**config.mk**
```make
export PLATFORM = sky130hd
export DESIGN_NAME = flash_erase_select_ram_overlay
export DESIGN_NICKNAME = d
export VERILOG_FILES = /design/src/rtl/flash_sel_pkg.sv /design/src/rtl/flash_erase_select_ram_overlay.sv /design/src/rtl/flash_sel_wdata.sv
export VERILOG_INCLUDE_DIRS = /design/src /design/src/rtl
export SDC_FILE = /design/constraint.sdc
export NUM_CORES = 1
export LEC_CHECK = 0
export BUFFER_PORTS_ARGS = -buffer_cell sky130_fd_sc_hd__buf_2
export CAP_MARGIN = 20
export CORE_ASPECT_RATIO = 1.4
export CORE_UTILIZATION = 49
export DETAILED_ROUTE_END_ITERATION = 12
export GPL_ROUTABILITY_DRIVEN = 0
export GPL_TIMING_DRIVEN = 0
export PLACE_DENSITY_LB_ADDON = 0.2
export SKIP_CTS_REPAIR_TIMING = 1
export SLEW_MARGIN = 10
export SYNTH_ARGS = -nofsm -noshare
export SYNTH_HDL_FRONTEND = slang
export SYNTH_SLANG_ARGS = --single-unit
export TNS_END_PERCENT = 20
```
**constraint.sdc**
```tcl
create_clock -name MCLK -period 5 [get_ports MCLK]
set_input_delay 0.25 -clock MCLK [delete_from_list [all_inputs] [get_ports MCLK]]
set_output_delay 0.25 -clock MCLK [all_outputs]
set_load 0.1 [all_outputs]
```
**src/rtl/flash_sel_defs.svh**
```systemverilog
`ifndef FLASH_SEL_DEFS_SVH
`define FLASH_SEL_DEFS_SVH
`define ERASE_SEL_IDX 8'h42
`define OVL_CTRL_IDX 8'h47
`define MODE_REG_ADDR 12'h200
`define ERASE_SEL_RST 8'h00
`define OVL_CTRL_RST 8'hf1
`define OVL_CTRL_RSVD_MASK 8'hf1
`define OVL_ENABLE_BIT 3
`define OVL_BANK_HI_BIT 2
`define OVL_BANK_LO_BIT 1
`define OVL_NORMAL_BASE 24'hfff000
`define OVL_EMU_BASE 24'h000000
`define OVL_WINDOW_SHIFT 10
`define MODE_RST 3'h7
`endif

```
**src/rtl/flash_sel_pkg.sv**
```systemverilog
package flash_sel_pkg;
  typedef struct packed {
    logic sel;
    logic write;
    logic [11:0] addr;
  } bus_req_t;
  typedef enum logic [1:0] {
    ST_IDLE = 2'b00,
    ST_DATA = 2'b01
  } bus_state_t;
endpackage

```
**src/rtl/flash_erase_select_ram_overlay.sv**
```systemverilog
`timescale 1ns/10ps
`include "flash_sel_defs.svh"
// Contract
// - eight bits select flash blocks 7..0 for erase, reset to zero
// - erase select writable only in modes 5 and 7, reads zero otherwise
// - mask-ROM variant reads all ones at both addresses, ignores writes
// - in mode 6 no erase select bit can be set
// - enable maps overlay RAM onto one of four 1 KB low windows
// - overlay control resets to f1, selection bits writable in modes 5 to 7
module flash_erase_select_ram_overlay #(
  parameter bit MASK_ROM = 1'b0
) (
  input wire logic MCLK,
  input wire logic RST,
  input wire logic HSEL,
  input wire logic [11:0] HADDR,
  input wire logic [1:0] HTRANS,
  input wire logic HWRITE,
  input wire logic [2:0] HSIZE,
  input wire logic [31:0] HWDATA,
  input wire logic HREADY,
  output logic [31:0] HRDATA,
  output logic HREADYOUT,
  output logic HRESP,
  output logic [7:0] ERASE_BLOCK_SEL,
  output logic OVERLAY_ACTIVE,
  output logic [23:0] OVERLAY_BASE
);
  flash_sel_pkg::bus_req_t req_q, req_d;
  logic [7:0] erase_block_select_reg_q, erase_block_select_reg_d;
  logic [7:0] overlay_control_reg_q, overlay_control_reg_d;
  logic [2:0] mode_q, mode_d;
  logic [7:0] erase_q, erase_d;
  logic act_q, act_d;
  logic [23:0] base_q, base_d;
  logic [31:0] rdata_d;
  logic rd_load;
  logic [31:0] rd_word;

  // register offsets are word indices; the byte address is four times the index
  function automatic logic [11:0] reg_addr(input logic [7:0] idx);
    reg_addr = {2'b00, idx, 2'b00};
  endfunction

  function automatic logic sel_writable(input logic [2:0] m);
    sel_writable = (m >= 3'h5);
  endfunction

  // hready low means another slave still stretches its data phase
  wire logic take = HSEL && HREADY && HTRANS[1];

  always_comb begin
    req_d = req_q;
    if (HREADY) begin
      req_d.sel = take;
      req_d.write = HWRITE;
      req_d.addr = HADDR;
    end
  end

  // registers: writes land in the data phase
  always_comb begin
    erase_block_select_reg_d = erase_block_select_reg_q;
    overlay_control_reg_d = overlay_control_reg_q;
    mode_d = mode_q;
    if (req_q.sel && req_q.write) begin
      // operating mode comes over the bus so that every mode can be reached
      if (req_q.addr == `MODE_REG_ADDR) begin
        mode_d = HWDATA[2:0];
      end else if (MASK_ROM) begin
        mode_d = mode_q;
      end else if (req_q.addr == reg_addr(`ERASE_SEL_IDX)) begin
        if (sel_writable(mode_q) && mode_q != 3'h6) begin
          erase_block_select_reg_d = HWDATA[7:0];
        end
      end else if (req_q.addr == reg_addr(`OVL_CTRL_IDX)) begin
        if (sel_writable(mode_q)) begin
          // reserved bits stay as reset
          overlay_control_reg_d = (HWDATA[7:0] & ~8'(`OVL_CTRL_RSVD_MASK)) | 8'(`OVL_CTRL_RSVD_MASK);
        end
      end
    end
    // mode 6 never holds a set erase bit, even if left over
    if (mode_d == 3'h6 || !sel_writable(mode_d)) begin
      erase_block_select_reg_d = `ERASE_SEL_RST;
    end
  end

  // next-state values, so a read right behind a write returns the new word
  always_comb begin
    rdata_d = 32'h00000000;
    rd_load = req_d.sel && !req_d.write;
    if (req_d.addr == `MODE_REG_ADDR) begin
      rdata_d = {29'h0, mode_d};
    end else if (req_d.addr == reg_addr(`ERASE_SEL_IDX)) begin
      rdata_d = MASK_ROM ? 32'h000000ff : {24'h0, erase_block_select_reg_d};
    end else if (req_d.addr == reg_addr(`OVL_CTRL_IDX)) begin
      rdata_d = MASK_ROM ? 32'h000000ff : {24'h0, overlay_control_reg_d};
    end
  end

  // overlay mapping
  always_comb begin
    erase_d = erase_block_select_reg_d;
    act_d = overlay_control_reg_d[`OVL_ENABLE_BIT] && !MASK_ROM;
    if (act_d) begin
      base_d = `OVL_EMU_BASE | (24'({overlay_control_reg_d[`OVL_BANK_HI_BIT],
        overlay_control_reg_d[`OVL_BANK_LO_BIT]}) << `OVL_WINDOW_SHIFT);
    end else begin
      base_d = `OVL_NORMAL_BASE;
    end
  end

  always_ff @(posedge MCLK or posedge RST) begin
    if (RST) begin
      req_q <= '0;
      erase_block_select_reg_q <= `ERASE_SEL_RST;
      overlay_control_reg_q <= `OVL_CTRL_RST;
      mode_q <= `MODE_RST;
      erase_q <= `ERASE_SEL_RST;
      act_q <= 1'b0;
      base_q <= `OVL_NORMAL_BASE;
    end else begin
      req_q <= req_d;
      erase_block_select_reg_q <= erase_block_select_reg_d;
      overlay_control_reg_q <= overlay_control_reg_d;
      mode_q <= mode_d;
      erase_q <= erase_d;
      act_q <= act_d;
      base_q <= base_d;
    end
  end

  flash_sel_wdata #(.WIDTH(32)) u_rdata (
    .clk(MCLK),
    .rst(RST),
    .load(rd_load),
    .din(rdata_d),
    .dout(rd_word)
  );

  // zero wait and always okay: no access needs a stretched data phase
  always_comb begin
    HRDATA = rd_word;
    HREADYOUT = 1'b1;
    HRESP = 1'b0;
    ERASE_BLOCK_SEL = erase_q;
    OVERLAY_ACTIVE = act_q;
    OVERLAY_BASE = base_q;
  end

  property p_mode6_clear;
    @(posedge MCLK) disable iff (RST) (mode_q == 3'h6) |=> (erase_block_select_reg_q == 8'h00);
  endproperty
  a_mode6_clear: assert property (p_mode6_clear) else $error("erase bits set in mode 6");
  property p_low_mode_clear;
    @(posedge MCLK) disable iff (RST) (mode_q < 3'h5) |=> (erase_block_select_reg_q == 8'h00);
  endproperty
  a_low_mode_clear: assert property (p_low_mode_clear) else $error("erase bits in low mode");
  property p_rsvd;
    @(posedge MCLK) disable iff (RST) (overlay_control_reg_q & 8'hf1) == 8'hf1;
  endproperty
  a_rsvd: assert property (p_rsvd) else $error("reserved overlay bits changed");
  property p_map;
    @(posedge MCLK) disable iff (RST) overlay_control_reg_q[3] && !MASK_ROM |->
      OVERLAY_ACTIVE && OVERLAY_BASE == {12'h0, overlay_control_reg_q[2:1], 10'h0};
  endproperty
  a_map: assert property (p_map) else $error("overlay base wrong");
  property p_nomap;
    @(posedge MCLK) disable iff (RST) !overlay_control_reg_q[3] |-> OVERLAY_BASE == 24'hfff000 && !OVERLAY_ACTIVE;
  endproperty
  a_nomap: assert property (p_nomap) else $error("normal base wrong");
  property p_rom;
    @(posedge MCLK) disable iff (RST) MASK_ROM && req_d.sel && !req_d.write &&
      req_d.addr == 12'h108 |=> HRDATA == 32'h000000ff;
  endproperty
  a_rom: assert property (p_rom) else $error("mask rom read not ones");
  property p_ro_ovl;
    @(posedge MCLK) disable iff (RST) (mode_q < 3'h5) && (mode_d == mode_q) |=> $stable(overlay_control_reg_q);
  endproperty
  a_ro_ovl: assert property (p_ro_ovl) else $error("overlay written in read-only mode");
  property p_erase_out;
    @(posedge MCLK) disable iff (RST) ##1 ERASE_BLOCK_SEL == $past(erase_block_select_reg_d);
  endproperty
  a_erase_out: assert property (p_erase_out) else $error("erase output lags");

  // write effects are held against the bus data, not against the next-state logic
  property p_erase_write;
    @(posedge MCLK) disable iff (RST) !MASK_ROM && req_q.sel && req_q.write && req_q.addr == 12'h108 &&
      (mode_q == 3'h5 || mode_q == 3'h7) |=> erase_block_select_reg_q == $past(HWDATA[7:0]);
  endproperty
  a_erase_write: assert property (p_erase_write) else $error("erase select write lost");
  property p_ovl_write;
    @(posedge MCLK) disable iff (RST) !MASK_ROM && req_q.sel && req_q.write && req_q.addr == 12'h11c &&
      mode_q >= 3'h5 |=> overlay_control_reg_q == (($past(HWDATA[7:0]) & 8'h0e) | 8'hf1);
  endproperty
  a_ovl_write: assert property (p_ovl_write) else $error("overlay control write lost");
  property p_rom_ovl;
    @(posedge MCLK) disable iff (RST) MASK_ROM && req_d.sel && !req_d.write &&
      req_d.addr == 12'h11c |=> HRDATA == 32'h000000ff;
  endproperty
  a_rom_ovl: assert property (p_rom_ovl) else $error("mask rom overlay read not ones");
  property p_rom_frozen;
    @(posedge MCLK) disable iff (RST) MASK_ROM |->
      erase_block_select_reg_q == 8'h00 && overlay_control_reg_q == 8'hf1 && !OVERLAY_ACTIVE;
  endproperty
  a_rom_frozen: assert property (p_rom_frozen) else $error("mask rom register changed");
  property p_okay;
    @(posedge MCLK) disable iff (RST) HREADYOUT && !HRESP;
  endproperty
  a_okay: assert property (p_okay) else $error("bus answer not zero-wait okay");

  c_write_erase: cover property (@(posedge MCLK) erase_block_select_reg_q != 8'h00);
  c_map: cover property (@(posedge MCLK) OVERLAY_ACTIVE);
  c_mode6: cover property (@(posedge MCLK) mode_q == 3'h6 && req_q.sel && req_q.write);
  c_rom_read: cover property (@(posedge MCLK) MASK_ROM && req_q.sel && !req_q.write);
  c_top_window: cover property (@(posedge MCLK) OVERLAY_BASE == 24'h000c00);
endmodule

```
**src/rtl/flash_sel_wdata.sv**
```systemverilog
`timescale 1ns/10ps
// data-phase register: holds the word that the bus slave answers with
module flash_sel_wdata #(
  parameter int WIDTH = 32
) (
  input wire logic clk,
  input wire logic rst,
  input wire logic load,
  input wire logic [WIDTH-1:0] din,
  output logic [WIDTH-1:0] dout
);
  logic [WIDTH-1:0] data_q;
  logic [WIDTH-1:0] data_d;
  always_comb begin
    data_d = load ? din : data_q;
  end
  always_ff @(posedge clk or posedge rst) begin
    if (rst) begin
      data_q <= '0;
    end else begin
      data_q <= data_d;
    end
  end
  assign dout = data_q;
endmodule

```
==> reports/summary.txt <==
initial antenna violation count: 0
Initial Utilization: 51.7%
CTS tree: yes
routed wire length per instance: 11.9 um
Post-Layout Cell Count: 377
Synth area leaders: dfrtp_1 37%, buf_4 15%, dfstp_2 9.9%
max frequency: 438 MHz
Power Density: 307 nW/um2
antenna viol nets, final: 0
register area share after synthesis: 46.7%
slew margin rel.: 58.1%
area leader, netlist: dfrtp_1
Leak: 1.58 nW
H-tree depth: 2
worst hold path type: primary input to flop
setup TNS: 0 ps
Slew Viols, Final: 0
largest net degree at the start of global routing: 35
Syn Area/Cell: 11.0 um2
clk slew on worst S/H paths: 80 ps
outcome: finished, final reports clean
clk_skew: 8.06 ps
Period minus WS final: 2280 ps
kind of end point of the critical path: flop
vias post-DR: 1720
Die Wd: 60.9 um
placed cells: 368
clock buffer depth: 2
#FFs+latches synth: 44
top-area cell type share of the netlist area: 36.8%
Die Span Y: 84.5 um
RSZ-0062 raised after global routing: no
CTS Sinks: 44
clk_lat worst skew: 300 ps
port bufs: 55
YS warnings: 0
mapped cell area: 2380 um2
Via density: 4.56
critical path launch point type: flop
Core ar.: 4610 um2
HPWL Detailed: 3460 um
total grt overflow: 0
final WL: 4470 um
fillers: 402
post-synth cell types: 39
WP data arrival: 2470 ps
ys flop type: dfrtp_1
worst-path maximum fanout: 8
Slew @ Worst Pin: 626 ps
Area Overhead vs Synth: 25.9%
required time of the worst setup path: 5190 ps
worst vdd ir: 200 uV
Fin. Hold Viols: 0
EDFF count, synth: 0
Num CTS Buffers: 5
first-pass detailed-route iteration total: 4
Cells after Synth: 216
die area: 5150 um2
n_diodes: 0
global-route usage over all layers: 18.1%
vias in the first global route: 1581
Net count, final: 368
Final setup viols: 0
async set-or-reset flop fraction in the synthesized netlist: 100%
DRC Markers: 0
root buffer cell: clkbuf_8
Worst Setup Path Type: flop to flop
initial DRC count: 16
Final Cycle Share: 45.7%
layout cell share with drive strength beyond 1: 47.9%
maxcap violations: 0
global-route wire length before repair: 6950 um
IO Pins: 121
Rows: 29
==> cells in the final DEF (no fill, tap or decap), types with 2 or more instances in the layout <==
| cell type | netlist | layout |
|---|---|---|
| nand2_1 | 4 | 4 |
| and4b_1 | 2 | 2 |
| a22o_1 | 5 | 5 |
| buf_2 | 3 | 58 |
| nor3_1 | 5 | 5 |
| clkbuf_8 | 0 | 5 |
| conb_1 | 2 | 36 |
| buf_1 | 2 | 2 |
| dfrtp_1 | 35 | 35 |
| nor4bb_1 | 3 | 3 |
| o221a_2 | 2 | 2 |
| mux2_1 | 2 | 2 |
| nand4_1 | 2 | 2 |
| o21ai_2 | 2 | 2 |
| nor4b_2 | 2 | 2 |
| mux2i_1 | 11 | 11 |
| dfstp_2 | 9 | 9 |
| o22ai_1 | 7 | 7 |
| inv_1 | 9 | 8 |
| nor3b_1 | 2 | 2 |
| nand2b_1 | 4 | 4 |
| buf_4 | 48 | 48 |
| or3_1 | 4 | 4 |
| mux2_2 | 15 | 15 |
| nor2_1 | 20 | 20 |
| a31oi_1 | 2 | 2 |
==> cell families (layout without fill, tap and decap cells) <==
| group | after synthesis | in the layout | synth area share [%] |
|---|---|---|---|
| flops | 44 | 44 | 46.7 |
| other cells | 2 | 36 | 0.315 |
| compound gates | 22 | 22 | 7.14 |
| buf+inv | 63 | 128 | 18.0 |
| mux | 28 | 28 | 12.7 |
| simple gates | 57 | 57 | 15.2 |
==> synth_stat cells (all sizes together), types with 2 or more instances <==
cell type	count
dfrtp	35
a31oi	2
nor2	20
or3	4
nand4	2
nor4bb	3
inv	9
o22ai	7
mux2i	11
nor3b	2
buf	54
nand2b	4
nor4b	2
dfstp	9
and4b	2
nor3	6
o221a	2
o21ai	3
conb	2
nand2	4
mux2	17
a22o	5
==> sequential cells by signal, indices dropped and copies added (netlist names) <==
| signal | cells |
|---|---|
| overlay_control_reg_q | 8 |
| mode_q | 3 |
| OVERLAY_BASE | 3 |
| req_q | 14 |
| u_rdata.dout | 8 |
| ERASE_BLOCK_SEL | 8 |
==> layout make-up <==
type	count	area (um2)	area share [%]
Multi-Input combinational cell	143	970	32.3
Tap cell	62	77.6	2.59
Timing Repair Buffer	57	305	10.2
Clock inverter	2	35.0	1.17
Sequential cell	44	1110	37.1
Clock buffer	6	72.6	2.42
Buffer	54	394	13.1
Inverter	9	33.8	1.13
==> worst max-delay path, stage by stage, from the launching register on <==
cell	delay (ps)
dfrtp_1	410
nor4_4	390
nand4_1	200
nor3_4	400
mux2i_1	460
o22ai_1	130
a22o_1	200
==> worst paths after layout <==
kind	from	endpoint	slack (ps)	cells past startpoint
max reg2reg	req_q[5]	u_rdata.dout[3]	2720	6
max	req_q[5]	u_rdata.dout[3]	2720	6
min reg2reg	u_rdata.dout[3]	u_rdata.dout[3]	500	1
min	HADDR[11]	req_q[11]	200	2
min in group asynchronous	RST	req_q[1]	430	3
max in group asynchronous	RST	overlay_control_reg_q[0]	4060	4
==> per-layer routing <==
| layer | routed length [um] | GRT usage (%) |
|---|---|---|
| met5 | 0 | 0 |
| met4 | 76 | 5.37 |
| met3 | 253 | 4.47 |
| met2 | 2320 | 31.4 |
| met1 | 1830 | 21.5 |
==> through the flow <==
step,utilization (%),cell area (um2),worst slack (ps),hold WS (ps),power (W)
final,65.1,3000,2720,200,0.000920
after global routing,65.1,3000,2560,204,0.000953
after CTS,64.9,2990,2690,-120,0.000927
after detailed placement,62.6,2880,2700,197,0.000662
after global placement,62.1,2860,2700,485,0.000657
after floorplan,-,2510,3030,383,0.000627
==> power breakdown <==
part	total (W)	internal, W	switching, W
registers	0.000389	0.000374	0.0000152
clock network	0.000265	0.000148	0.000116
logic	0.000266	0.0000597	0.000206
Note: power is estimated with default switching activity, not from simulation.
